File: src/pkg/oscme_pkg.sv
/*
 * Constants for the oscillator manual enable block: register map, bit positions,
 * reset values and the AXI4-Lite response codes.
 * Assumes a single 125 MHz clock and a 32-bit AXI4-Lite register bus.
 */
// Function
// Bit 7 set keeps external oscillator running in its mode, any clock selection.
// Bit 6 set keeps fast internal oscillator running at selected frequency.
// Clearing a bit only withdraws software request; enable is OR of requests.
// Bit 5 set keeps medium internal oscillator enabled regardless of others.
// Bits 4..2 force slow, secondary, RC on; bits 1..0 read zero; reset clears.
// Each source reports read-only ready flag: enabled and stable, else zero.
package oscme_pkg;

    localparam int          OSCME_NSRC        = 6;
    localparam logic [11:0] OSCME_ADDR_ENABLE = 12'h000;
    localparam logic [11:0] OSCME_ADDR_READY  = 12'h004;

    // Source index is the bit position inside both registers, lowest is bit 2
    localparam int          OSCME_SRC_LSB     = 2;
    localparam int          OSCME_BIT_EXT     = 7;
    localparam int          OSCME_BIT_FAST    = 6;
    localparam int          OSCME_BIT_MED     = 5;
    localparam int          OSCME_BIT_SLOW    = 4;
    localparam int          OSCME_BIT_SEC     = 3;
    localparam int          OSCME_BIT_RC      = 2;

    localparam logic [7:0]  OSCME_ENABLE_RST  = 8'h00;
    localparam logic [7:0]  OSCME_WRITE_MASK  = 8'hFC;

    localparam logic [1:0]  OSCME_RESP_OKAY   = 2'h0;
    localparam logic [1:0]  OSCME_RESP_SLVERR = 2'h2;

endpackage : oscme_pkg

File: src/design/oscme_top.sv
/*
 * Oscillator manual enable block: the software force-on register, the
 * per-source enable that ORs it with every other requester, and the
 * read-only ready flags; the register and the flags are reached over an AXI4-Lite slave.
 * Assumes the other requesters' enables are synchronous to aclk, the
 * oscillator stable indications arrive from their own clock domains, and
 * clk_en is driven from logic on aclk.
 */
`timescale 1ns/10ps
module oscme_top
    import oscme_pkg::*;
(
    input  wire logic                  aclk,
    input  wire logic                  aresetn,
    input  wire logic                  clk_en,
    input  wire logic [11:0]           s_axi_awaddr,
    input  wire logic                  s_axi_awvalid,
    output logic                       s_axi_awready,
    input  wire logic [31:0]           s_axi_wdata,
    input  wire logic [3:0]            s_axi_wstrb,
    input  wire logic                  s_axi_wvalid,
    output logic                       s_axi_wready,
    output logic [1:0]                 s_axi_bresp,
    output logic                       s_axi_bvalid,
    input  wire logic                  s_axi_bready,
    input  wire logic [11:0]           s_axi_araddr,
    input  wire logic                  s_axi_arvalid,
    output logic                       s_axi_arready,
    output logic [31:0]                s_axi_rdata,
    output logic [1:0]                 s_axi_rresp,
    output logic                       s_axi_rvalid,
    input  wire logic                  s_axi_rready,
    input  wire logic [7:0]            other_osc_request,
    input  wire logic [7:0]            osc_stable,
    output logic [7:0]                 osc_enable
);

    // Software register
    logic [7:0]  enable_q;
    logic [7:0]  enable_d;

    // Write channel: halves of a write held until the other half arrives
    logic        aw_q;
    logic        aw_d;
    logic        w_q;
    logic        w_d;
    logic [11:0] awaddr_q;
    logic [11:0] awaddr_d;
    logic [31:0] wdata_q;
    logic [31:0] wdata_d;
    logic [3:0]  wstrb_q;
    logic [3:0]  wstrb_d;
    logic        bvalid_q;
    logic        bvalid_d;
    logic [1:0]  bresp_q;
    logic [1:0]  bresp_d;

    // Read channel
    logic        rvalid_q;
    logic        rvalid_d;
    logic [31:0] rdata_q;
    logic [31:0] rdata_d;
    logic [1:0]  rresp_q;
    logic [1:0]  rresp_d;

    // Source path: synchroniser, ready flags and combined enables
    logic [7:0]  stable_meta_q;
    logic [7:0]  stable_sync_q;
    logic [7:0]  ready_q;
    logic [7:0]  ready_d;
    logic [7:0]  osc_enable_q;
    logic [7:0]  osc_enable_d;

    // A waiting response blocks both write channels, so one write at most is in flight
    assign s_axi_awready = ~aw_q & ~bvalid_q;
    assign s_axi_wready  = ~w_q & ~bvalid_q;
    assign s_axi_bvalid  = bvalid_q;
    assign s_axi_bresp   = bresp_q;

    // One read in flight: a new address waits until the data has been taken
    assign s_axi_arready = ~rvalid_q;
    assign s_axi_rvalid  = rvalid_q;
    assign s_axi_rdata   = rdata_q;
    assign s_axi_rresp   = rresp_q;

    assign osc_enable    = osc_enable_q;

    // Bus slave: address and data latched in any order, response after both
    always_comb begin
        logic        have_aw;
        logic        have_w;
        logic [11:0] wa;
        logic [31:0] wd;
        logic [3:0]  ws;
        // A half taken in this cycle counts as held
        have_aw  = aw_q | (s_axi_awvalid & s_axi_awready);
        have_w   = w_q | (s_axi_wvalid & s_axi_wready);
        wa       = aw_q ? awaddr_q : s_axi_awaddr;
        wd       = w_q ? wdata_q : s_axi_wdata;
        ws       = w_q ? wstrb_q : s_axi_wstrb;
        aw_d     = aw_q;
        w_d      = w_q;
        awaddr_d = awaddr_q;
        wdata_d  = wdata_q;
        wstrb_d  = wstrb_q;
        bvalid_d = bvalid_q & ~s_axi_bready;
        bresp_d  = bresp_q;
        enable_d = enable_q;
        if (have_aw & have_w) begin
            aw_d     = 1'b0;
            w_d      = 1'b0;
            bvalid_d = 1'b1;
            bresp_d  = OSCME_RESP_OKAY;
            if (wa[11:2] == OSCME_ADDR_ENABLE[11:2]) begin
                // Only byte lane 0 carries the register
                // Low bits unwritable
                if (ws[0]) begin
                    enable_d = wd[7:0] & OSCME_WRITE_MASK;
                end
            end else if (wa[11:2] != OSCME_ADDR_READY[11:2]) begin
                bresp_d = OSCME_RESP_SLVERR;
            end
        end else begin
            if (s_axi_awvalid & s_axi_awready) begin
                aw_d     = 1'b1;
                awaddr_d = s_axi_awaddr;
            end
            if (s_axi_wvalid & s_axi_wready) begin
                w_d     = 1'b1;
                wdata_d = s_axi_wdata;
                wstrb_d = s_axi_wstrb;
            end
        end
    end

    always_comb begin
        rvalid_d = rvalid_q & ~s_axi_rready;
        rdata_d  = rdata_q;
        rresp_d  = rresp_q;
        if (s_axi_arvalid & s_axi_arready) begin
            rvalid_d = 1'b1;
            rresp_d  = OSCME_RESP_OKAY;
            // Upper bits always read as zero
            rdata_d  = 32'h0000_0000;
            if (s_axi_araddr[11:2] == OSCME_ADDR_ENABLE[11:2]) begin
                rdata_d[7:0] = enable_q;
            end else if (s_axi_araddr[11:2] == OSCME_ADDR_READY[11:2]) begin
                // Ready flags read-only
                rdata_d[7:0] = ready_q;
            end else begin
                rresp_d = OSCME_RESP_SLVERR;
            end
        end
    end

    // Per-source enable and ready, one slice per oscillator bit
    // A stable input alone never reads ready; the flag also needs this block's enable
    for (genvar i = 0; i < 8; i++) begin : g_src
        if (i >= OSCME_SRC_LSB) begin : g_impl
            // OR of requests
            assign osc_enable_d[i] = enable_q[i] | other_osc_request[i];
            // Ready only when enabled and stable
            assign ready_d[i]      = osc_enable_q[i] & stable_sync_q[i];
        end else begin : g_none
            // No source here
            assign osc_enable_d[i] = 1'b0;
            assign ready_d[i]      = 1'b0;
        end
    end

    // Write channel and software register
    always_ff @(posedge aclk) begin
        if (!aresetn) begin
            // Cleared on reset
            enable_q <= OSCME_ENABLE_RST;
            aw_q     <= 1'b0;
            w_q      <= 1'b0;
            awaddr_q <= 12'h000;
            wdata_q  <= 32'h0000_0000;
            wstrb_q  <= 4'h0;
            bvalid_q <= 1'b0;
            bresp_q  <= OSCME_RESP_OKAY;
        end else if (clk_en) begin
            enable_q <= enable_d;
            aw_q     <= aw_d;
            w_q      <= w_d;
            awaddr_q <= awaddr_d;
            wdata_q  <= wdata_d;
            wstrb_q  <= wstrb_d;
            bvalid_q <= bvalid_d;
            bresp_q  <= bresp_d;
        end
    end

    // Read channel
    always_ff @(posedge aclk) begin
        if (!aresetn) begin
            rvalid_q <= 1'b0;
            rdata_q  <= 32'h0000_0000;
            rresp_q  <= OSCME_RESP_OKAY;
        end else if (clk_en) begin
            rvalid_q <= rvalid_d;
            rdata_q  <= rdata_d;
            rresp_q  <= rresp_d;
        end
    end

    // Source path; enables are registered so the oscillator gates never see a glitch
    always_ff @(posedge aclk) begin
        if (!aresetn) begin
            stable_meta_q <= 8'h00;
            stable_sync_q <= 8'h00;
            ready_q       <= 8'h00;
            osc_enable_q  <= 8'h00;
        end else if (clk_en) begin
            // Stable indications come from the oscillators' own domains
            stable_meta_q <= osc_stable;
            stable_sync_q <= stable_meta_q;
            ready_q       <= ready_d;
            osc_enable_q  <= osc_enable_d;
        end
    end

endmodule : oscme_top

File: config.mk
export PLATFORM = sky130hd
export DESIGN_NAME = oscme_top
export DESIGN_NICKNAME = d
export VERILOG_FILES = /design/src/pkg/oscme_pkg.sv /design/src/design/oscme_top.sv
export SDC_FILE = /design/constraint.sdc
export NUM_CORES = 1
export LEC_CHECK = 0
export ABC_AREA = 1
export ABC_CLOCK_PERIOD_IN_PS = 3000
export BUFFER_PORTS_ARGS = -buffer_cell sky130_fd_sc_hd__buf_2
export CAP_MARGIN = 40
export CORE_UTILIZATION = 50
export CTS_CLUSTER_SIZE = 8
export DETAILED_ROUTE_END_ITERATION = 10
export GPL_TIMING_DRIVEN = 0
export PLACE_DENSITY_LB_ADDON = 0.15
export REMOVE_ABC_BUFFERS = 1
export SETUP_SLACK_MARGIN = 0.1
export SLEW_MARGIN = 20
export SYNTH_ARGS = -nofsm -noshare
export SYNTH_HDL_FRONTEND = slang
export SYNTH_SLANG_ARGS = --single-unit
File: constraint.sdc
create_clock -name aclk -period 3 [get_ports aclk]
set_input_delay 0.3 -clock aclk [delete_from_list [all_inputs] [get_ports aclk]]
set_output_delay 0.3 -clock aclk [all_outputs]
set_load 0.01 [all_outputs]
**After elaboration in Yosys (flattened, before gate mapping)**

Cells that the tools add are included.

- Flip-flop bits (word level): 71
- Input bits: 84
- Output and inout bits: 49
- Logic and storage cells: 72

- Eq/ne operators: 2
- Mux-type cells: 15
- Bitwise operators: 29
- Reduce and logical (&&, ||, !) cells: 11

Operators with widths:

| operator | number |
|---|---|
| 8-bit two-way mux | 3 |
| 10-bit zero test | 2 |
| 1-bit bitwise AND | 14 |
| 12-bit two-way mux | 1 |
| 10-bit by 1-bit equality test with 1-bit output, second input constant | 1 |
| 10-bit by 1-bit != test with 1-bit output, second input constant | 1 |
| 2-bit two-way mux | 4 |
| 1-bit OR | 8 |
| 2-bit AND reduction | 4 |
| 1-bit two-way mux | 7 |
| 1-bit NOT | 7 |
| 3-bit AND reduction | 2 |
| 4-bit AND reduction | 1 |
| 2-bit nonzero test | 2 |

**Logic depth before layout (Yosys ltp)**

Gate-level depths: netlist of the first run.

- Word-level depth: 7
- Depth in mapped cells: 9
- Mapped depth without buffers: 9

**Least setup slack after synthesis of the first run**

No wires, ideal clock.

- Path type: register -> register
- From: register bvalid_q, in the netlist s_axi_bvalid
- To: register awaddr_q[10]
- Library setup time: 0.132 ns
- Data arrival time: 1.257 ns
- Data required time: 2.868 ns
- Setup slack: 1.611 ns
- Cell stages (with the launch flop): 8
- Path buffers: 1
- Clock period less this slack: 1.389 ns
- Cells stage by stage: dfxtp_1 nor2_1 nand2_1 nor2_4 nand2_4 buf_6 nand2_1 a21oi_1

- Cells in the longest elaborated chain, start to end: 7
- Elaborated cells on any way between the ends: 10
- Classes of those cells: bitwise: 9; reduce/logical: 1

Ends and longest elaborated chain:

| item | line | RTL |
|---|---|---|
| from (decl) | oscme_top.sv:53 | `logic bvalid_q;` |
| from (signal assigned) | oscme_top.sv:190 | `bvalid_q <= bvalid_d;` |
| 1-bit NOT * | oscme_top.sv:75 | `assign s_axi_awready = ~aw_q & ~bvalid_q;` |
| 1-bit bitwise AND * | oscme_top.sv:75 |  |
| via s_axi_awready | oscme_top.sv:18 | `output logic s_axi_awready,` |
| 1-bit bitwise AND * | oscme_top.sv:96, oscme_top.sv:124 |  |
| 1-bit OR | oscme_top.sv:96 | `have_aw = aw_q \| (s_axi_awvalid & s_axi_awready);` |
| 1-bit bitwise AND | oscme_top.sv:109 | `if (have_aw & have_w) begin` |
| 1-bit NOT (no line) | -- |  |
| 3-bit AND reduction (no line) * | -- |  |
| to (signal assigned) | oscme_top.sv:187 | `awaddr_q <= awaddr_d;` |
| to (decl) | oscme_top.sv:47 | `logic [11:0] awaddr_q;` |

Mark *: on every way through the listed nets, which the timed path passes. The rest lies on a longest branch.
A chain may end at the register's enable or synchronous reset.

**Final worst setup path of the first run**

- From: input clk_en
- To: register wdata_q[7]

- Cells in the longest elaborated chain, start to end: 1

Ends and longest elaborated chain:

| item | line | RTL |
|---|---|---|
| from (decl) | oscme_top.sv:15 | `input wire logic clk_en,` |
| 3-bit AND reduction (no line) | -- |  |
| to (signal assigned) | oscme_top.sv:188 | `wdata_q <= wdata_d;` |
| to (decl) | oscme_top.sv:49 | `logic [31:0] wdata_q;` |

Every way passes these cells.

==> summary.md, run 1 <==
| Metric | Value |
|---|---|
| Via count | `2430` |
| RSZ-0062 raised after global routing | `false` |
| Placed Area | `2960 um^2` |
| GRT Overall Usage | `0.202` |
| Fin. max-slew vios | `0` |
| Worst-path clk slew | `approximately 60 ps` |
| Post-CTS Repair Setup Buffers | `0` |
| Worst-Margin Slew | `820 ps` |
| Clock skew | `~5.5 ps` |
| Vias in the first global route | `~2100` |
| Sw Ratio | `0.268` |
| Crit-path max FO | `30` |
| Hold-fix buffers, CTS | `0` |
| Met1 usage | `0.265` |
| WS Path Type | `in -> reg` |
| Mapped Area | `around 2800 um^2` |
| Routing usage on met3 | `0.0790` |
| Sequential-to-total area share from yosys stat | `0.428` |
| Slew margin rel. | `0.452` |
| Initial antenna violation count | `0` |
| PostCTS Resize Cnt | `0` |
| Core outline area | `around 5200 um^2` |
| Sink Count | `between 50 and 60` |
| Seq cells post-synth | `59` |
| Area growth, synth to finish | `13.7%` |
| TNS Setup | `0 ps` |
| Clock Tree Root | `clkbuf_8` |
| Worst Hold Class | `in -> reg` |
| Switching pwr | `462 uW` |
| Syn avg cell area | `approximately 7.5 um^2` |
| Die height | `about 76 um` |
| # setup viols final | `0` |
| Warning count from the yosys run | `0` |
| Met2 Use GR | `0.294` |
| Final hold violations | `0` |
| Yosys top cell area share | `0.428` |
| Fmax | `about 600 MHz` |
| Max-capacitance violation count | `0` |
| DRC | `0` |
| DRT antenna net count | `0` |
| I/O Pins | `roughly 130` |
| Synth area leaders | `dfxtp_1 43%, nor2_1 9.9%, buf_4 8.2%` |
| Routed WL per cell | `between 10 and 15 um` |
| Fin crit share | `0.547` |
| Crit path arrival time | `between 1500 and 2000 ps` |
| TritonCTS clock tree | `done` |
| First-pass GRT wire length | `between 9000 and 10000 um` |
| Lkg Pwr | `1.44 nW` |
| Critical Path Source Type | `primary input` |
| DP Wirelength | `approximately 3800 um` |
| Num CTS Buffers | `9` |
| Critical Path End Type | `flop` |
| Max Root-Sink Buffers | `2` |
| Worst skew pair latency | `330 ps` |
| Worst Path Required | `~3200 ps` |
| Vias/cell | `4.83` |
| Pwr/cell area | `roughly 550 nW/um^2` |
| Die area | `a little under 6000 um^2` |
| Combinational share of power | `0.134` |
| GRT busiest layer | `met2` |
| Initial DRC count | `around 160` |
| Sequential share of power | `0.500` |
| Total gr overflow | `0` |
| Starting Density | `0.530` |
| FP Rows | `26` |
| Nets | `just over 500` |
| First-pass detailed-route iteration total | `4` |
| Ant. Diodes | `0` |
| RePlAce Congestion | `0.766` |
| Final Core Density | `0.602` |
| Largest net degree at the start of global routing | `50` |
| Fillers | `516` |
| Internal cell power | `~1.3 mW` |
| H-tree depth | `3` |
| Share of layout cells above drive strength 1 | `0.212` |
| # port buffers | `65` |
| Yosys cell types | `27` |
| Tmin final | `between 1500 and 2000 ps` |
| Final wirelength | `around 5500 um` |
| Yosys top cell by area | `dfxtp_1` |
| Power share of the clock group | `0.366` |
| Peak VDD IR | `~0.00034 V` |
| Die Span X | `76.3 um` |
| Final non-filler cell area | `between 3000 and 4000 um^2` |
| Status | `finished clean` |
| Post-synthesis instance total | `369` |
[per-stage QoR]
stage	power, mW	instances	setup slack, ps	hold slack (ps)
after floorplan	1.01	352	1600	421
after global placement	1.10	487	1060	432
after detailed placement	1.11	487	1000	438
after CTS	1.74	503	1360	170
after global routing	1.81	503	1130	175
final	1.72	503	1360	179
[sequential cells by signal, summed over array words and instances (netlist names)]
| signal | flops |
|---|---|
| s_axi_bresp | 1 |
| stable_meta_q | 6 |
| awaddr_q | 10 |
| ready_q | 6 |
| aw_q | 1 |
| s_axi_rdata | 6 |
| w_q | 1 |
| s_axi_bvalid | 1 |
| wstrb_q | 1 |
| stable_sync_q | 6 |
| enable_q | 6 |
| s_axi_rvalid | 1 |
| osc_enable | 6 |
| s_axi_rresp | 1 |
| wdata_q | 6 |
[final timing paths]
path,from,to,slack [ps],depth (start not counted)
max,clk_en,wdata_q[7],1360,6
min,other_osc_request[3],osc_enable[3],180,3
max reg2reg,w_q,enable_q[5],1370,6
min reg2reg,wdata_q[5],wdata_q[5],450,2
[cells in the mapped netlist, drive strengths merged]
| master | instances |
|---|---|
| nand2 | 33 |
| nand3b | 1 |
| a21oi | 26 |
| clkbuf | 8 |
| o21ai | 38 |
| nor2 | 77 |
| nor3 | 6 |
| o211ai | 6 |
| dfxtp | 59 |
| mux2i | 6 |
| nand4 | 2 |
| inv | 27 |
| nand3 | 40 |
| conb | 1 |
| buf | 38 |
| o21bai | 1 |
[layout make-up]
cell class	count	area (um^2)	share of cell area
Multi-Input combinational cell	266	1270	0.404
Sequential cell	59	1180	0.377
Timing Repair Buffer	65	325	0.104
Clock buffer	14	163	0.0519
Inverter	27	101	0.0323
Tap cell	70	87.6	0.0279
Clock inverter	2	10.0	0.00319
[cell families (layout without fill, tap and decap cells)]
group,count (synthesis),after routing,share of synthesized area
buffers and inverters,73,108,0.152
DFF,59,59,0.428
muxes,6,6,0.0218
AOI/OAI and AO/OA,71,71,0.137
other,1,30,0.00136
and+or+nand+nor,159,159,0.260
[metal layers]
metal  routed length (um)  up-vias
met4                   85        0
li1                     -     1268
met1                 2720     1060
met5                    0        -
met3                  361       10
met2                 2330       92
[power groups by stage]
stage / sequential, mW / combinational, mW / clock, mW
final: 0.860 / 0.231 / 0.630
after detailed placement: 0.877 / 0.231 / 0
after floorplan: 0.878 / 0.137 / 0
after CTS: 0.860 / 0.232 / 0.646
after global placement: 0.876 / 0.228 / 0
after global routing: 0.866 / 0.261 / 0.685
[cells in the final DEF, fill, tap and decap left out, types with 3 or more instances in the layout]
master	count
o21ai_0	37
nor2_1	73
inv_2	3
buf_2	65
nor2_4	3
clkbuf_8	11
conb_1	30
nor3_1	6
nand3_1	38
o211ai_1	6
nand2_1	30
a21oi_1	26
clkbuf_1	3
inv_1	24
mux2i_1	6
dfxtp_1	59
[critical path, cell delays in order]
cell,delay (ps)
buf_2,410
inv_2,330
nor2_1,260
nand3_2,240
o21ai_0,230
a21oi_1,60
No activity file was read; power rests on OpenSTA's default activity.
==> inputs of run 2 (changes only) <==
--- a/config.mk
+++ b/config.mk
@@ -6,10 +6,10 @@
 export NUM_CORES = 1
 export LEC_CHECK = 0
 export ABC_AREA = 1
-export ABC_CLOCK_PERIOD_IN_PS = 3000
+export ABC_CLOCK_PERIOD_IN_PS = 1600
 export BUFFER_PORTS_ARGS = -buffer_cell sky130_fd_sc_hd__buf_2
 export CAP_MARGIN = 40
-export CORE_UTILIZATION = 50
+export CORE_UTILIZATION = 46
 export CTS_CLUSTER_SIZE = 8
 export DETAILED_ROUTE_END_ITERATION = 10
 export GPL_TIMING_DRIVEN = 0
==> constraint.sdc (replaced) <==
create_clock -name aclk -period 1.6 [get_ports aclk]
set_input_delay 0.16 -clock aclk [delete_from_list [all_inputs] [get_ports aclk]]
set_output_delay 0.16 -clock aclk [all_outputs]
set_load 0.01 [all_outputs]
==> run 2 against run 1 <==
Combinational power up 91%. Critical path depth unchanged. Cell count increased by 0.60%. Hold slack got worse by 140 ps. Clock power is 110% higher. Core utilization decreased by 3.7 points. Routed wire length increased by 2.4%. Final area rose by 1.8%. Sequential cell count is the same. Clock skew increased by 0.87 ps. Register-to-register slack worse by 1200 ps. Setup slack got worse by 1100 ps. Critical endpoint is now awaddr_q[5]. Largest power group unchanged.
==> summary.md, run 2 (same netlist as run 1, synthesis figures left out) <==
| Metric | Value |
|---|---|
| Core outline area | `approximately 5600 um^2` |
| Sw Ratio | `0.261` |
| Worst-path clk slew | `about 60 ps` |
| Commonest non-fill, non-tap cell in the layout | `nor2_1` |
| Worst Path Required | `approximately 1800 ps` |
| Max-capacitance violation count | `0` |
| Critical Path End Type | `flop` |
| DRT antenna net count | `0` |
| Critical R2R Capture | `awaddr_q[5]` |
| Nets | `approximately 510` |
| Hold WS | `around 35 ps` |
| Initial antenna violation count | `0` |
| Overall power | `approximately 3.4 mW` |
| RePlAce Congestion | `0.765` |
| Clock skew | `approximately 6.3 ps` |
| # port buffers | `65` |
| Vias/cell | `4.81` |
| DP Wirelength | `3860 um` |
| WS Path Type | `reg -> reg` |
| GRT Overall Usage | `0.197` |
| Routed WL per cell | `between 10 and 15 um` |
| Pwr/cell area | `between 1000 and 1500 nW/um^2` |
| Fillers | `574` |
| DRC | `0` |
| CP cell instances | `nor2_1, nand2_1, nor2_4, nand2_4, o21ai_0, a21oi_1` |
| Most frequent cells in the layout | `73 x nor2_1, 64 x buf_2, 57 x dfxtp_1` |
| Vias in the first global route | `around 2100` |
| Die height | `79.4 um` |
| Combinational share of power | `0.131` |
| Hold Crit Endpoint | `osc_enable[4]` |
| Fin crit share | `0.866` |
| First-pass detailed-route iteration total | `5` |
| Peak VDD IR | `approximately 0.00077 V` |
| Sequential share of power | `0.479` |
| I/O Pins | `133` |
| H-tree depth | `3` |
| RSZ-0062 raised after global routing | `true` |
| Worst-Margin Slew | `~800 ps` |
| Tmin final | `about 1400 ps` |
| Status | `finished clean` |
| Switching pwr | `~900 uW` |
| Power share of the clock group | `0.389` |
| Ant. Diodes | `0` |
| Max FFs per register | `10` |
| Starting Density | `0.489` |
| Via count | `2432` |
| Sink Count | `59` |
| Area growth, synth to finish | `15.7%` |
| R2r worst-path depth | `6` |
| RR Startpoint | `s_axi_bvalid` |
| Hold path startpoint | `other_osc_request[4]` |
| Fmax | `721 MHz` |
| Fin. max-slew vios | `0` |
| Crit-path max FO | `13` |
| Worst skew pair latency | `approximately 340 ps` |
| Crit-path max cell delay | `between 300 and 400 ps` |
| Worst Hold Class | `in -> reg` |
| Total gr overflow | `0` |
| Lkg Pwr | `between 1 and 1.5 nW` |
| Initial DRC count | `between 90 and 100` |
| Max Root-Sink Buffers | `2` |
| Critical Path Source Type | `flop` |
| FP Rows | `27` |
| Slew margin rel. | `0.479` |
| Clock Tree Root | `clkbuf_8` |
| First-pass GRT wire length | `9490 um` |
| WHS Path Cells | `3` |
| # setup viols final | `0` |
| Final wirelength | `roughly 5600 um` |
| Largest net degree at the start of global routing | `50` |
| Slowest cell on the critical path | `dfxtp_1` |
| TritonCTS clock tree | `done` |
| FF-to-FF setup slack | `about 210 ps` |
| Most flops, register | `awaddr_q` |
| Internal cell power | `between 2 and 2.5 mW` |
| Final hold violations | `0` |
| Share of layout cells above drive strength 1 | `0.230` |
| Num CTS Buffers | `9` |
| Die area | `between 6000 and 7000 um^2` |
| Die Span X | `79.4 um` |
| Crit path arrival time | `about 1600 ps` |
[run 2: changes by cell type in the layout (fill, tap and decap cells not counted), sizes merged]
cell	delta
clkbuf	+1
clkinv	-1
buf	+1
[run 2: area by class of cell]
class / count / area, um^2 / area share
multi-input combinational: 266 / 1270 / 0.398
sequential: 59 / 1190 / 0.373
timing repair buffer: 67 / 343 / 0.107
clock buffer: 14 / 193 / 0.0604
inverter: 27 / 101 / 0.0318
tap: 72 / 90.1 / 0.0282
clock inverter: 1 / 5.00 / 0.00157
[run 2: per-layer routing]
layer / global-route usage / share of wire / up-vias
li1: - / - / 1269
met1: 0.257 / 0.48 / 1087
met2: 0.297 / 0.45 / 67
met3: 0.0811 / 0.058 / 9
met4: 0.0545 / 0.012 / 0
met5: 0 / 0 / -
[run 2: worst max-delay path: cells and delay by family (launching register included)]
kind	cells	cell delay (ps)
AO/OA/AOI/OAI	2	220
flip-flops	1	380
AND/OR/NAND/NOR	4	670
[run 2: stage by stage]
| stage | setup WS (ps) | cells | setup TNS [ps] | instance area [um^2] | utilization |
|---|---|---|---|---|---|
| final | 214 | 506 | 0 | 3190 | 0.566 |
| after global routing | 60.7 | 506 | 0 | 3190 | 0.566 |
| after CTS | 124 | 504 | 0 | 3160 | 0.561 |
| after detailed placement | -218 | 489 | -2830 | 2960 | 0.525 |
| after global placement | -203 | 489 | -2710 | 2960 | 0.525 |
| after floorplan | 196 | 352 | 0 | 2550 | - |
[run 2: worst max-delay path by stage]
stage | endpoint | depth (start not counted) | slack [ps] | start
global placement | wdata_q[5] | 6 | -200 | clk_en
finish | awaddr_q[5] | 6 | 210 | s_axi_bvalid
detailed placement | wdata_q[4] | 6 | -220 | clk_en
floorplan | enable_q[2] | 6 | 200 | w_q
CTS | enable_q[7] | 9 | 120 | aw_q
global route | awaddr_q[2] | 6 | 60 | s_axi_bvalid
[run 2: repair_timing]
action / CTS / global route
hold endpoints to repair: 0 / 0
gates resized for setup: 1 / 6
endpoints found under the setup margin: 17 / 18
hold buffers: 0 / 0
pin swaps: 0 / 2
setup buffers: 0 / 2
[run 2: power by group through the flow]
stage	registers (mW)	logic (mW)	clock network [mW]
finish	1.61	0.441	1.31
global route	1.62	0.503	1.42
CTS	1.61	0.437	1.33
detailed placement	1.64	0.435	0
global placement	1.64	0.429	0
floorplan	1.65	0.256	0
